--- src/rtl/jtp_pkg.sv ---
// Constants and types shared by the test and emulation port logic
package jtp_pkg;

	// Bit positions of the sampled pins in the synchroniser vector
	localparam int unsigned NPIN      = 6;
	localparam int unsigned IDX_TCK   = 0;
	localparam int unsigned IDX_TMS   = 1;
	localparam int unsigned IDX_TDI   = 2;
	localparam int unsigned IDX_TRST  = 3;
	localparam int unsigned IDX_EVA   = 4;
	localparam int unsigned IDX_EVB   = 5;

	// Instruction codes and the fixed pattern loaded in Capture-IR
	localparam logic [3:0] IR_IDCODE  = 4'h1;
	localparam logic [3:0] IR_EVCTRL  = 4'h8;
	localparam logic [3:0] IR_BYPASS  = 4'hF;
	localparam logic [3:0] IR_CAPTURE = 4'h1;

	// Identification word; value is arbitrary, bit 0 is set as the scan standard asks
	localparam logic [31:0] ID_CODE_VAL = 32'h0ABC_D001;

	// Reset values
	localparam logic [4:0] PULL_EN_RST = 5'h1F;
	localparam logic [3:0] EVCTRL_RST  = 4'h0;
	localparam logic [5:0] PIN_RST     = 6'h00;

	// Event control field positions
	localparam int unsigned EV_B_OE  = 0;
	localparam int unsigned EV_B_VAL = 1;
	localparam int unsigned EV_A_OE  = 2;
	localparam int unsigned EV_A_VAL = 3;

	typedef enum logic [3:0] {
		TAP_TLR, TAP_RTI,
		TAP_SEL_DR, TAP_CAP_DR, TAP_SH_DR, TAP_EX1_DR, TAP_PAU_DR, TAP_EX2_DR, TAP_UPD_DR,
		TAP_SEL_IR, TAP_CAP_IR, TAP_SH_IR, TAP_EX1_IR, TAP_PAU_IR, TAP_EX2_IR, TAP_UPD_IR
	} jtp_tap_t;

	typedef enum logic [1:0] {
		DR_BYPASS, DR_IDCODE, DR_EVCTRL
	} jtp_dr_t;

endpackage

--- src/rtl/jtp_pin_if.sv ---
// Synchronised test pin levels and test clock edge pulses
interface jtp_pin_if;
	logic tck;
	logic tms;
	logic tdi;
	logic trst;
	logic ev_a;
	logic ev_b;
	logic tck_rise;
	logic tck_fall;

	modport src (output tck, tms, tdi, trst, ev_a, ev_b, tck_rise, tck_fall);
	modport snk (input  tck, tms, tdi, trst, ev_a, ev_b, tck_rise, tck_fall);
endinterface

--- src/rtl/jtp_sync.sv ---
// Three-stage pin synchroniser with agreement filter and test clock edge detect
module jtp_sync
	import jtp_pkg::*;
(
	input  wire logic            clk_i,
	input  wire logic            rst_i,
	input  wire logic [NPIN-1:0] pins_i,
	jtp_pin_if.src               pin
);

	typedef struct packed {
		logic [NPIN-1:0] ff1;
		logic [NPIN-1:0] ff2;
		logic [NPIN-1:0] ff3;
		logic [NPIN-1:0] lvl;
		logic            rise;
		logic            fall;
	} jtp_sync_st_t;

	jtp_sync_st_t s_r;
	jtp_sync_st_t s_nxt;

	always_comb begin
		s_nxt      = s_r;
		s_nxt.ff1  = pins_i;
		s_nxt.ff2  = s_r.ff1;
		s_nxt.ff3  = s_r.ff2;
		// A level moves only once stages two and three agree, so a bit caught mid-change is not taken
		for (int i = 0; i < NPIN; i++) begin
			if (s_r.ff2[i] == s_r.ff3[i]) begin
				s_nxt.lvl[i] = s_r.ff3[i];
			end
		end
		s_nxt.rise = s_nxt.lvl[IDX_TCK] & ~s_r.lvl[IDX_TCK];
		s_nxt.fall = ~s_nxt.lvl[IDX_TCK] & s_r.lvl[IDX_TCK];
	end

	always_ff @(posedge clk_i or posedge rst_i) begin
		if (rst_i) begin
			s_r <= '{ff1: PIN_RST, ff2: PIN_RST, ff3: PIN_RST, lvl: PIN_RST, rise: 1'b0, fall: 1'b0};
		end else begin
			s_r <= s_nxt;
		end
	end

	assign pin.tck      = s_r.lvl[IDX_TCK];
	assign pin.tms      = s_r.lvl[IDX_TMS];
	assign pin.tdi      = s_r.lvl[IDX_TDI];
	assign pin.trst     = s_r.lvl[IDX_TRST];
	assign pin.ev_a     = s_r.lvl[IDX_EVA];
	assign pin.ev_b     = s_r.lvl[IDX_EVB];
	assign pin.tck_rise = s_r.rise;
	assign pin.tck_fall = s_r.fall;

endmodule

--- src/rtl/jtp_top.sv ---
// Test and emulation port: TAP controller, scan registers, event lines and pull control
module jtp_top
	import jtp_pkg::*;
(
	input  wire logic       CORE_CLK_I,
	input  wire logic       RST_I,
	input  wire logic       TCK_I,
	input  wire logic       TMS_I,
	input  wire logic       TDI_I,
	input  wire logic       TRST_I,
	input  wire logic       DEBUG_EVENT_LINE_A_I,
	output logic            DEBUG_EVENT_LINE_A_O,
	output logic            DEBUG_EVENT_LINE_A_OE_O,
	input  wire logic       DEBUG_EVENT_LINE_B_I,
	output logic            DEBUG_EVENT_LINE_B_O,
	output logic            DEBUG_EVENT_LINE_B_OE_O,
	output logic            TDO_O,
	output logic            TDO_OE_O,
	input  wire logic [4:0] PULL_DISABLE_I,
	output logic      [4:0] INTERNAL_PULLUP_EN_O,
	output logic            TEST_MODE_O,
	output logic            EMU_ROUTE_O
);

	typedef struct packed {
		jtp_tap_t    tap;
		logic [3:0]  ir;
		logic [3:0]  ir_sr;
		logic [31:0] dr_sr;
		logic [3:0]  ev_ctrl;
		logic        route_emu;
		logic        trst_d;
		logic        tdo;
		logic        tdo_oe;
		logic        ev_a_o;
		logic        ev_a_oe;
		logic        ev_b_o;
		logic        ev_b_oe;
		logic [4:0]  pull_disable_control_reg;
		logic [4:0]  pull_en;
		logic        test_mode;
	} jtp_st_t;

	jtp_st_t s_r;
	jtp_st_t s_nxt;

	jtp_pin_if pin ();

	jtp_sync u_sync (
		.clk_i  (CORE_CLK_I),
		.rst_i  (RST_I),
		.pins_i ({DEBUG_EVENT_LINE_B_I, DEBUG_EVENT_LINE_A_I, TRST_I, TDI_I, TMS_I, TCK_I}),
		.pin    (pin)
	);

	function automatic jtp_tap_t tap_next(input jtp_tap_t st, input logic tms);
		unique case (st)
			TAP_TLR:    tap_next = tms ? TAP_TLR    : TAP_RTI;
			TAP_RTI:    tap_next = tms ? TAP_SEL_DR : TAP_RTI;
			TAP_SEL_DR: tap_next = tms ? TAP_SEL_IR : TAP_CAP_DR;
			TAP_CAP_DR: tap_next = tms ? TAP_EX1_DR : TAP_SH_DR;
			TAP_SH_DR:  tap_next = tms ? TAP_EX1_DR : TAP_SH_DR;
			TAP_EX1_DR: tap_next = tms ? TAP_UPD_DR : TAP_PAU_DR;
			TAP_PAU_DR: tap_next = tms ? TAP_EX2_DR : TAP_PAU_DR;
			TAP_EX2_DR: tap_next = tms ? TAP_UPD_DR : TAP_SH_DR;
			TAP_UPD_DR: tap_next = tms ? TAP_SEL_DR : TAP_RTI;
			TAP_SEL_IR: tap_next = tms ? TAP_TLR    : TAP_CAP_IR;
			TAP_CAP_IR: tap_next = tms ? TAP_EX1_IR : TAP_SH_IR;
			TAP_SH_IR:  tap_next = tms ? TAP_EX1_IR : TAP_SH_IR;
			TAP_EX1_IR: tap_next = tms ? TAP_UPD_IR : TAP_PAU_IR;
			TAP_PAU_IR: tap_next = tms ? TAP_EX2_IR : TAP_PAU_IR;
			TAP_EX2_IR: tap_next = tms ? TAP_UPD_IR : TAP_SH_IR;
			TAP_UPD_IR: tap_next = tms ? TAP_SEL_DR : TAP_RTI;
		endcase
	endfunction

	// Event control register exists only behind the emulation route
	function automatic jtp_dr_t dr_sel(input logic [3:0] ir, input logic route_emu);
		if (ir == IR_IDCODE) begin
			dr_sel = DR_IDCODE;
		end else if (ir == IR_EVCTRL && route_emu) begin
			dr_sel = DR_EVCTRL;
		end else begin
			dr_sel = DR_BYPASS;
		end
	endfunction

	function automatic logic is_shift(input jtp_tap_t st);
		is_shift = (st == TAP_SH_DR) || (st == TAP_SH_IR);
	endfunction

	jtp_dr_t sel;

	always_comb begin
		s_nxt     = s_r;
		sel       = dr_sel(s_r.ir, s_r.route_emu);
		s_nxt.trst_d    = pin.trst;
		s_nxt.test_mode = pin.trst;
		s_nxt.pull_disable_control_reg = PULL_DISABLE_I;
		s_nxt.pull_en   = ~s_r.pull_disable_control_reg;
		if (pin.trst && !s_r.trst_d) begin
			s_nxt.route_emu = pin.ev_a;
		end
		if (!pin.trst) begin
			// Held in reset: scan inputs have no effect and nothing drives the pins
			s_nxt.tap     = TAP_TLR;
			s_nxt.ir      = IR_IDCODE;
			s_nxt.ev_ctrl = EVCTRL_RST;
			s_nxt.tdo_oe  = 1'b0;
		end else begin
			if (pin.tck_rise) begin
				s_nxt.tap = tap_next(s_r.tap, pin.tms);
				case (s_r.tap)
					TAP_TLR: begin
						s_nxt.ir = IR_IDCODE;
					end
					TAP_CAP_IR: begin
						s_nxt.ir_sr = IR_CAPTURE;
					end
					TAP_SH_IR: begin
						s_nxt.ir_sr = {pin.tdi, s_r.ir_sr[3:1]};
					end
					TAP_UPD_IR: begin
						s_nxt.ir = s_r.ir_sr;
					end
					TAP_CAP_DR: begin
						unique case (sel)
							DR_IDCODE: s_nxt.dr_sr = ID_CODE_VAL;
							DR_EVCTRL: s_nxt.dr_sr = {26'h000_0000, pin.ev_b, pin.ev_a, s_r.ev_ctrl};
							DR_BYPASS: s_nxt.dr_sr = 32'h0000_0000;
						endcase
					end
					TAP_SH_DR: begin
						unique case (sel)
							DR_IDCODE: s_nxt.dr_sr = {pin.tdi, s_r.dr_sr[31:1]};
							DR_EVCTRL: s_nxt.dr_sr = {26'h000_0000, pin.tdi, s_r.dr_sr[5:1]};
							DR_BYPASS: s_nxt.dr_sr = {31'h0000_0000, pin.tdi};
						endcase
					end
					TAP_UPD_DR: begin
						if (sel == DR_EVCTRL) begin
							s_nxt.ev_ctrl = s_r.dr_sr[3:0];
						end
					end
					default: begin
					end
				endcase
			end
			if (pin.tck_fall) begin
				// Output moves half a test clock after the capture edge so the tester samples a settled bit
				s_nxt.tdo_oe = is_shift(s_r.tap);
				s_nxt.tdo    = (s_r.tap == TAP_SH_IR) ? s_r.ir_sr[0] : s_r.dr_sr[0];
			end
		end
		// Emulation logic decides which way each event line points
		s_nxt.ev_b_oe = pin.trst & s_r.route_emu & s_r.ev_ctrl[EV_B_OE];
		s_nxt.ev_b_o  = s_r.ev_ctrl[EV_B_VAL];
		s_nxt.ev_a_oe = pin.trst & s_r.trst_d & s_r.route_emu & s_r.ev_ctrl[EV_A_OE];
		s_nxt.ev_a_o  = s_r.ev_ctrl[EV_A_VAL];
	end

	always_ff @(posedge CORE_CLK_I or posedge RST_I) begin
		if (RST_I) begin
			s_r <= '{tap: TAP_TLR, ir: IR_IDCODE, ir_sr: 4'h0, dr_sr: 32'h0000_0000, ev_ctrl: EVCTRL_RST,
				route_emu: 1'b0, trst_d: 1'b0, tdo: 1'b0, tdo_oe: 1'b0, ev_a_o: 1'b0, ev_a_oe: 1'b0,
				ev_b_o: 1'b0, ev_b_oe: 1'b0, pull_disable_control_reg: 5'h00, pull_en: PULL_EN_RST,
				test_mode: 1'b0};
		end else begin
			s_r <= s_nxt;
		end
	end

	assign TDO_O                   = s_r.tdo;
	assign TDO_OE_O                = s_r.tdo_oe;
	assign DEBUG_EVENT_LINE_A_O    = s_r.ev_a_o;
	assign DEBUG_EVENT_LINE_A_OE_O = s_r.ev_a_oe;
	assign DEBUG_EVENT_LINE_B_O    = s_r.ev_b_o;
	assign DEBUG_EVENT_LINE_B_OE_O = s_r.ev_b_oe;
	assign INTERNAL_PULLUP_EN_O    = s_r.pull_en;
	assign TEST_MODE_O             = s_r.test_mode;
	assign EMU_ROUTE_O             = s_r.route_emu;
endmodule

--- config.mk ---
export PLATFORM = sky130hd
export DESIGN_NAME = jtp_top
export DESIGN_NICKNAME = d
export VERILOG_FILES = /design/src/rtl/jtp_pkg.sv /design/src/rtl/jtp_pin_if.sv /design/src/rtl/jtp_sync.sv /design/src/rtl/jtp_top.sv
export SDC_FILE = /design/constraint.sdc
export NUM_CORES = 1
export LEC_CHECK = 0
export ABC_AREA = 1
export BUFFER_PORTS_ARGS = -buffer_cell sky130_fd_sc_hd__buf_2
export CAP_MARGIN = 0
export CORE_MARGIN = 5
export CORE_UTILIZATION = 50
export DETAILED_ROUTE_END_ITERATION = 8
export GPL_TIMING_DRIVEN = 0
export PLACE_DENSITY = 0.71
export RECOVER_POWER = 50
export SLEW_MARGIN = 20
export SYNTH_ARGS = -nofsm -noshare
export SYNTH_HDL_FRONTEND = slang
export SYNTH_SLANG_ARGS = --single-unit
--- constraint.sdc ---
create_clock -name CORE_CLK_I -period 3.4 [get_ports CORE_CLK_I]
set_clock_uncertainty 0.1 [all_clocks]
set_input_delay 1.02 -clock CORE_CLK_I [delete_from_list [all_inputs] [get_ports CORE_CLK_I]]
set_output_delay 1.02 -clock CORE_CLK_I [all_outputs]
set_load 0.1 [all_outputs]
Yosys cells after proc, flatten, opt, wreduce, memory -nomap -nowiden
Index checks and enable logic that the tools add are counted.
- bits in registers: 92
- word-level logic and storage cells: 111
- output and inout bits: 13
- input bits: 13
- mux-type cells: 29
- reduce and logical (&&, ||, !) cells: 16
- equality and inequality tests: 30
- bitwise logic cells: 10
- operators with widths (operator ; count):
    32-bit case mux with 3 select lines ; 2
    32-bit case mux with 2 select lines ; 1
    48-bit two-way mux ; 1
    4-bit case mux with 12 select lines ; 1
    4-bit equality test, second input constant ; 9
    4-bit two-way mux ; 7
    4-bit by 3-bit equality test with 1-bit output, second input constant ; 4
    4-bit case mux with 2 select lines ; 2
    2-bit two-way mux ; 5
    3-bit AND reduction ; 3
    4-bit by 1-bit equality test with 1-bit output, second input constant ; 2
    4-bit by 2-bit equality test with 1-bit output, second input constant ; 2
    8-bit two-way mux ; 1
    2-bit inequality test, second input constant ; 4
    1-bit AND ; 7
    1-bit two-way mux ; 7
    1-bit equality test ; 6
    3-bit two-way mux ; 2
    5-bit NOT ; 1
    4-bit logical NOT ; 1
    2-bit AND reduction ; 2
    2-bit nonzero test ; 2
    2-bit OR reduction ; 2
    3-bit inequality test, second input constant ; 1
    8 further kinds ; 10

Depth between registers and ports, before layout
- depth after elaboration: 9
- depth in mapped cells: 9
- mapped depth without buffers: 9

Cells and area by module
Synthesis repeated with hierarchy kept, for this count alone.
- cell total of the unflattened synthesis: 388
- area, all modules: 3681.0 um^2
- modules (own cells, without submodules) (module ; cells an instance ; seq. area each (um^2) ; area an instance (um^2) ; times used):
    jtp_top ; 334 ; 1659.1 ; 2912.8 ; 1
    jtp_sync ; 54 ; 650.6 ; 768.2 ; 1

Worst setup path after synthesis
Ideal clock, no wire load.
- path kind: register -> output
- from: register s_r, in the netlist EMU_ROUTE_O
- to: output EMU_ROUTE_O
- required time: 2.280 ns
- data arrival time: 0.926 ns
- cell stages (with the launch flop): 1
- setup slack: 1.354 ns
- cell sequence: dfrtp_1
- RTL lines (element ; line ; RTL):
    start, declared ; jtp_top.sv:44 ; jtp_st_t s_r;
    start signal, assigned ; jtp_top.sv:164 ; s_r <= '{tap: TAP_TLR, ir: IR_IDCODE, ir_sr: 4'h0, dr_sr: 32'h0000_0000, ev_ctrl: EVCTRL_RST,
    start signal, assigned ; jtp_top.sv:169 ; s_r <= s_nxt;
    end, declared ; jtp_top.sv:22 ; output logic EMU_ROUTE_O
No word-level cell between the ends.

Worst setup path after layout
- from: register s_r, in the netlist INTERNAL_PULLUP_EN_O[4]
- to: output INTERNAL_PULLUP_EN_O[4]
- RTL lines (element ; line ; RTL):
    end, declared ; jtp_top.sv:20 ; output logic [4:0] INTERNAL_PULLUP_EN_O,
No word-level cell between the ends.

==> out/metrics.yaml <==
status:
  outcome: "finished clean"
synth:
  async_reset_ff_frac: 1.00
  synth-seq-cells: 92
  syn_nets: 384
  synth_edf_count: 0
  yosys.cell_types.count: 28
  ys_warn_count: 0
  netlist_area_um2: 3650
  syn_inst: 371
  syn_avg_cell_area_um2: 9.84
  yosysSeqAreaShare: 0.632
  synthFlopType: "dfrtp_1"
hold_path:
  hold_path.class: "flip-flop to flip-flop"
  whs_endpoint: "INTERNAL_PULLUP_EN_O[0]"
  hold_depth: 1
  hp-start: "s_r[6]"
routing:
  drc_errors: 0
  first_iter_violations: 97
  viasPerCell: 5.03
  dr.pass1.iters: 4
  final_antenna_net_count: 0
  routed-via-count: 2582
  wirelength_um: 6500
  post_drt_wl_per_cell_um: 12.7
global_routing:
  grt_max_degree: 36
  grt_first_pass_wirelength_um: 11400
  grt_pass1_vias: 2467
  grt_usage: 0.163
  grt_overflow: 0
  antenna_found_initial: 0
die:
  die_w_um: 95.5
  std_cell_rows: 31
  coreArea_um2: 7180
  io_pins: 26
  die_h_um: 95.5
  start_util: 0.509
  die_area_um2: 9110
worst_setup_path:
  cp_slowest_stage_delay_ns: 0.53
  start_kind: "flip-flop"
  reg2regPathDepth: 6
  regToRegStartpoint: "u_sync.pin.trst"
  critPathRequiredTime_ns: 2.28
  arrival_ns: 1.38
  critPathTopFamily: "flip-flops"
  worst-path-buf-inv: 2
  crit_slowest_cell: "dfstp_2"
  r2r-end: "s_r[31]"
  path_class: "flip-flop to primary output"
  path_cells: "buf_4 > buf_2"
  critPathMaxFanout: 1
  endpoint_kind: "primary output"
  r2r_slack_ns: 1.55
clock_network:
  ctsHoldBuffers: 0
  clk_pin_slew_ns: 0.09
  cts_resized: 0
  clockBufferDepth: 2
  clkSinkCount: 92
  cts_root_buf: "clkbuf_8"
  tritoncts: "yes"
  clk_latency_ns: 0.36
  cts_max_level: 3
  cts_setup_buffers: 0
  cts_buffers: 9
placed_design:
  place_congestion: 0.850
  numPortBuffers: 25
  place_inst: 497
  post-dp-hpwl_um: 4600
timing:
  drv_slew: 0
  tns_ns: 0
  fin_crit_sh: 0.734
  fmax_mhz: 401
  rsz0062_at_grt: "no"
  finalSetupViolCount: 0
  hold_violations: 0
  worst_pin_slew_ns: 1.30
  period_minus_slack_ns: 2.50
  maxSlewHeadroom: 0.128
final_layout:
  fin_nets: 422
  multi_input_area_um2: 1060
  final_cell_mix: "86 x dfrtp_1, 73 x nand2_1, 46 x inv_1, 33 x o21ai_0, 31 x nor2_1"
  drive_gt1_frac: 0.179
  area_growth_pct: 13.6
  n_fill_cell: 612
  regArea_um2: 2310
  final_common_cell: "dfrtp_1"
  antenna_cells: 0
  layoutNonFillerInstCount: 513
pwr:
  leakagePower_nw: 2.03
  powerDensity_nw_per_um2: 492
  total_power_mw: 2.04
  peakVddDrop_mv: 0.227
run:
  drv_cap: 0
## synthesized netlist by cell type (all sizes together), types with 4 or more instances
library cell,number,share of area
inv,48,0.049
nand2,76,0.080
o22ai,9,0.017
buf,14,0.027
nor3,4,0.0086
nor2,33,0.035
o211ai,6,0.012
nand3,27,0.040
a21oi,7,0.013
dfrtp,86,0.59
maj3,5,0.014
a31oi,5,0.0086
dfstp,6,0.043
o21ai,40,0.055
## how the worst max path moves through the flow
| stage | end | slack, ns | from | cells past startpoint |
|---|---|---|---|---|
| 2_1_floorplan | DEBUG_EVENT_LINE_A_O | 1.21 | RST_I | 1 |
| 3_3_place_gp | u_sync.s_nxt[17] | 0.63 | RST_I | 2 |
| 3_5_place_dp | INTERNAL_PULLUP_EN_O[4] | 1.27 | INTERNAL_PULLUP_EN_O[4] | 2 |
| 4_1_cts | INTERNAL_PULLUP_EN_O[4] | 0.88 | INTERNAL_PULLUP_EN_O[4] | 2 |
| 5_1_grt | INTERNAL_PULLUP_EN_O[3] | 0.85 | INTERNAL_PULLUP_EN_O[3] | 2 |
| 6_report | INTERNAL_PULLUP_EN_O[4] | 0.90 | INTERNAL_PULLUP_EN_O[4] | 2 |
## final cells by class
cell class	instances	share of cell area
flip-flops and latches	92	0.557
multi-input cells	215	0.255
inverters	49	0.0449
repair buffers	27	0.0398
clock buffers	10	0.0332
well taps	99	0.0299
plain buffers	15	0.0241
clock inverters	6	0.0169
## cell families after synthesis
| group | count (synthesis) | synth area share |
|---|---|---|
| compound gates | 67 | 0.106 |
| fa+ha+maj | 5 | 0.0137 |
| flops | 92 | 0.632 |
| buf+inv | 64 | 0.0784 |
| simple gates | 143 | 0.170 |
## power by group
part	switching, mW	internal (mW)	total (mW)
clock	0.385	0.366	0.751
combinational	0.113	0.0315	0.144
sequential	0.0203	1.13	1.15
## state kept, by name, summed over array words and instances (netlist names), 2 cells and up
signal                count
INTERNAL_PULLUP_EN_O      5
s_nxt                     2
s_r                      51
u_sync.s_nxt             12
u_sync.s_r                6
## layer usage
metal | GRT usage | up-vias | part of all wire
met3 | 0.0331 | 12 | 0.053
met4 | 0.0782 | 0 | 0.020
met5 | 0 | - | 0
met1 | 0.226 | 1224 | 0.48
met2 | 0.245 | 71 | 0.45
li1 | - | 1275 | -
## metrics by stage
step,util,instance area [um^2],hold WS (ns),worst slack [ns]
floorplan,-,3660,0.231,1.21
global placement,0.544,3910,0.231,0.631
detailed placement,0.550,3950,0.236,1.27
CTS,0.579,4150,0.254,0.878
global route,0.578,4150,0.265,0.853
finish,0.578,4150,0.254,0.904
Power figures use the tool's default switching activity.
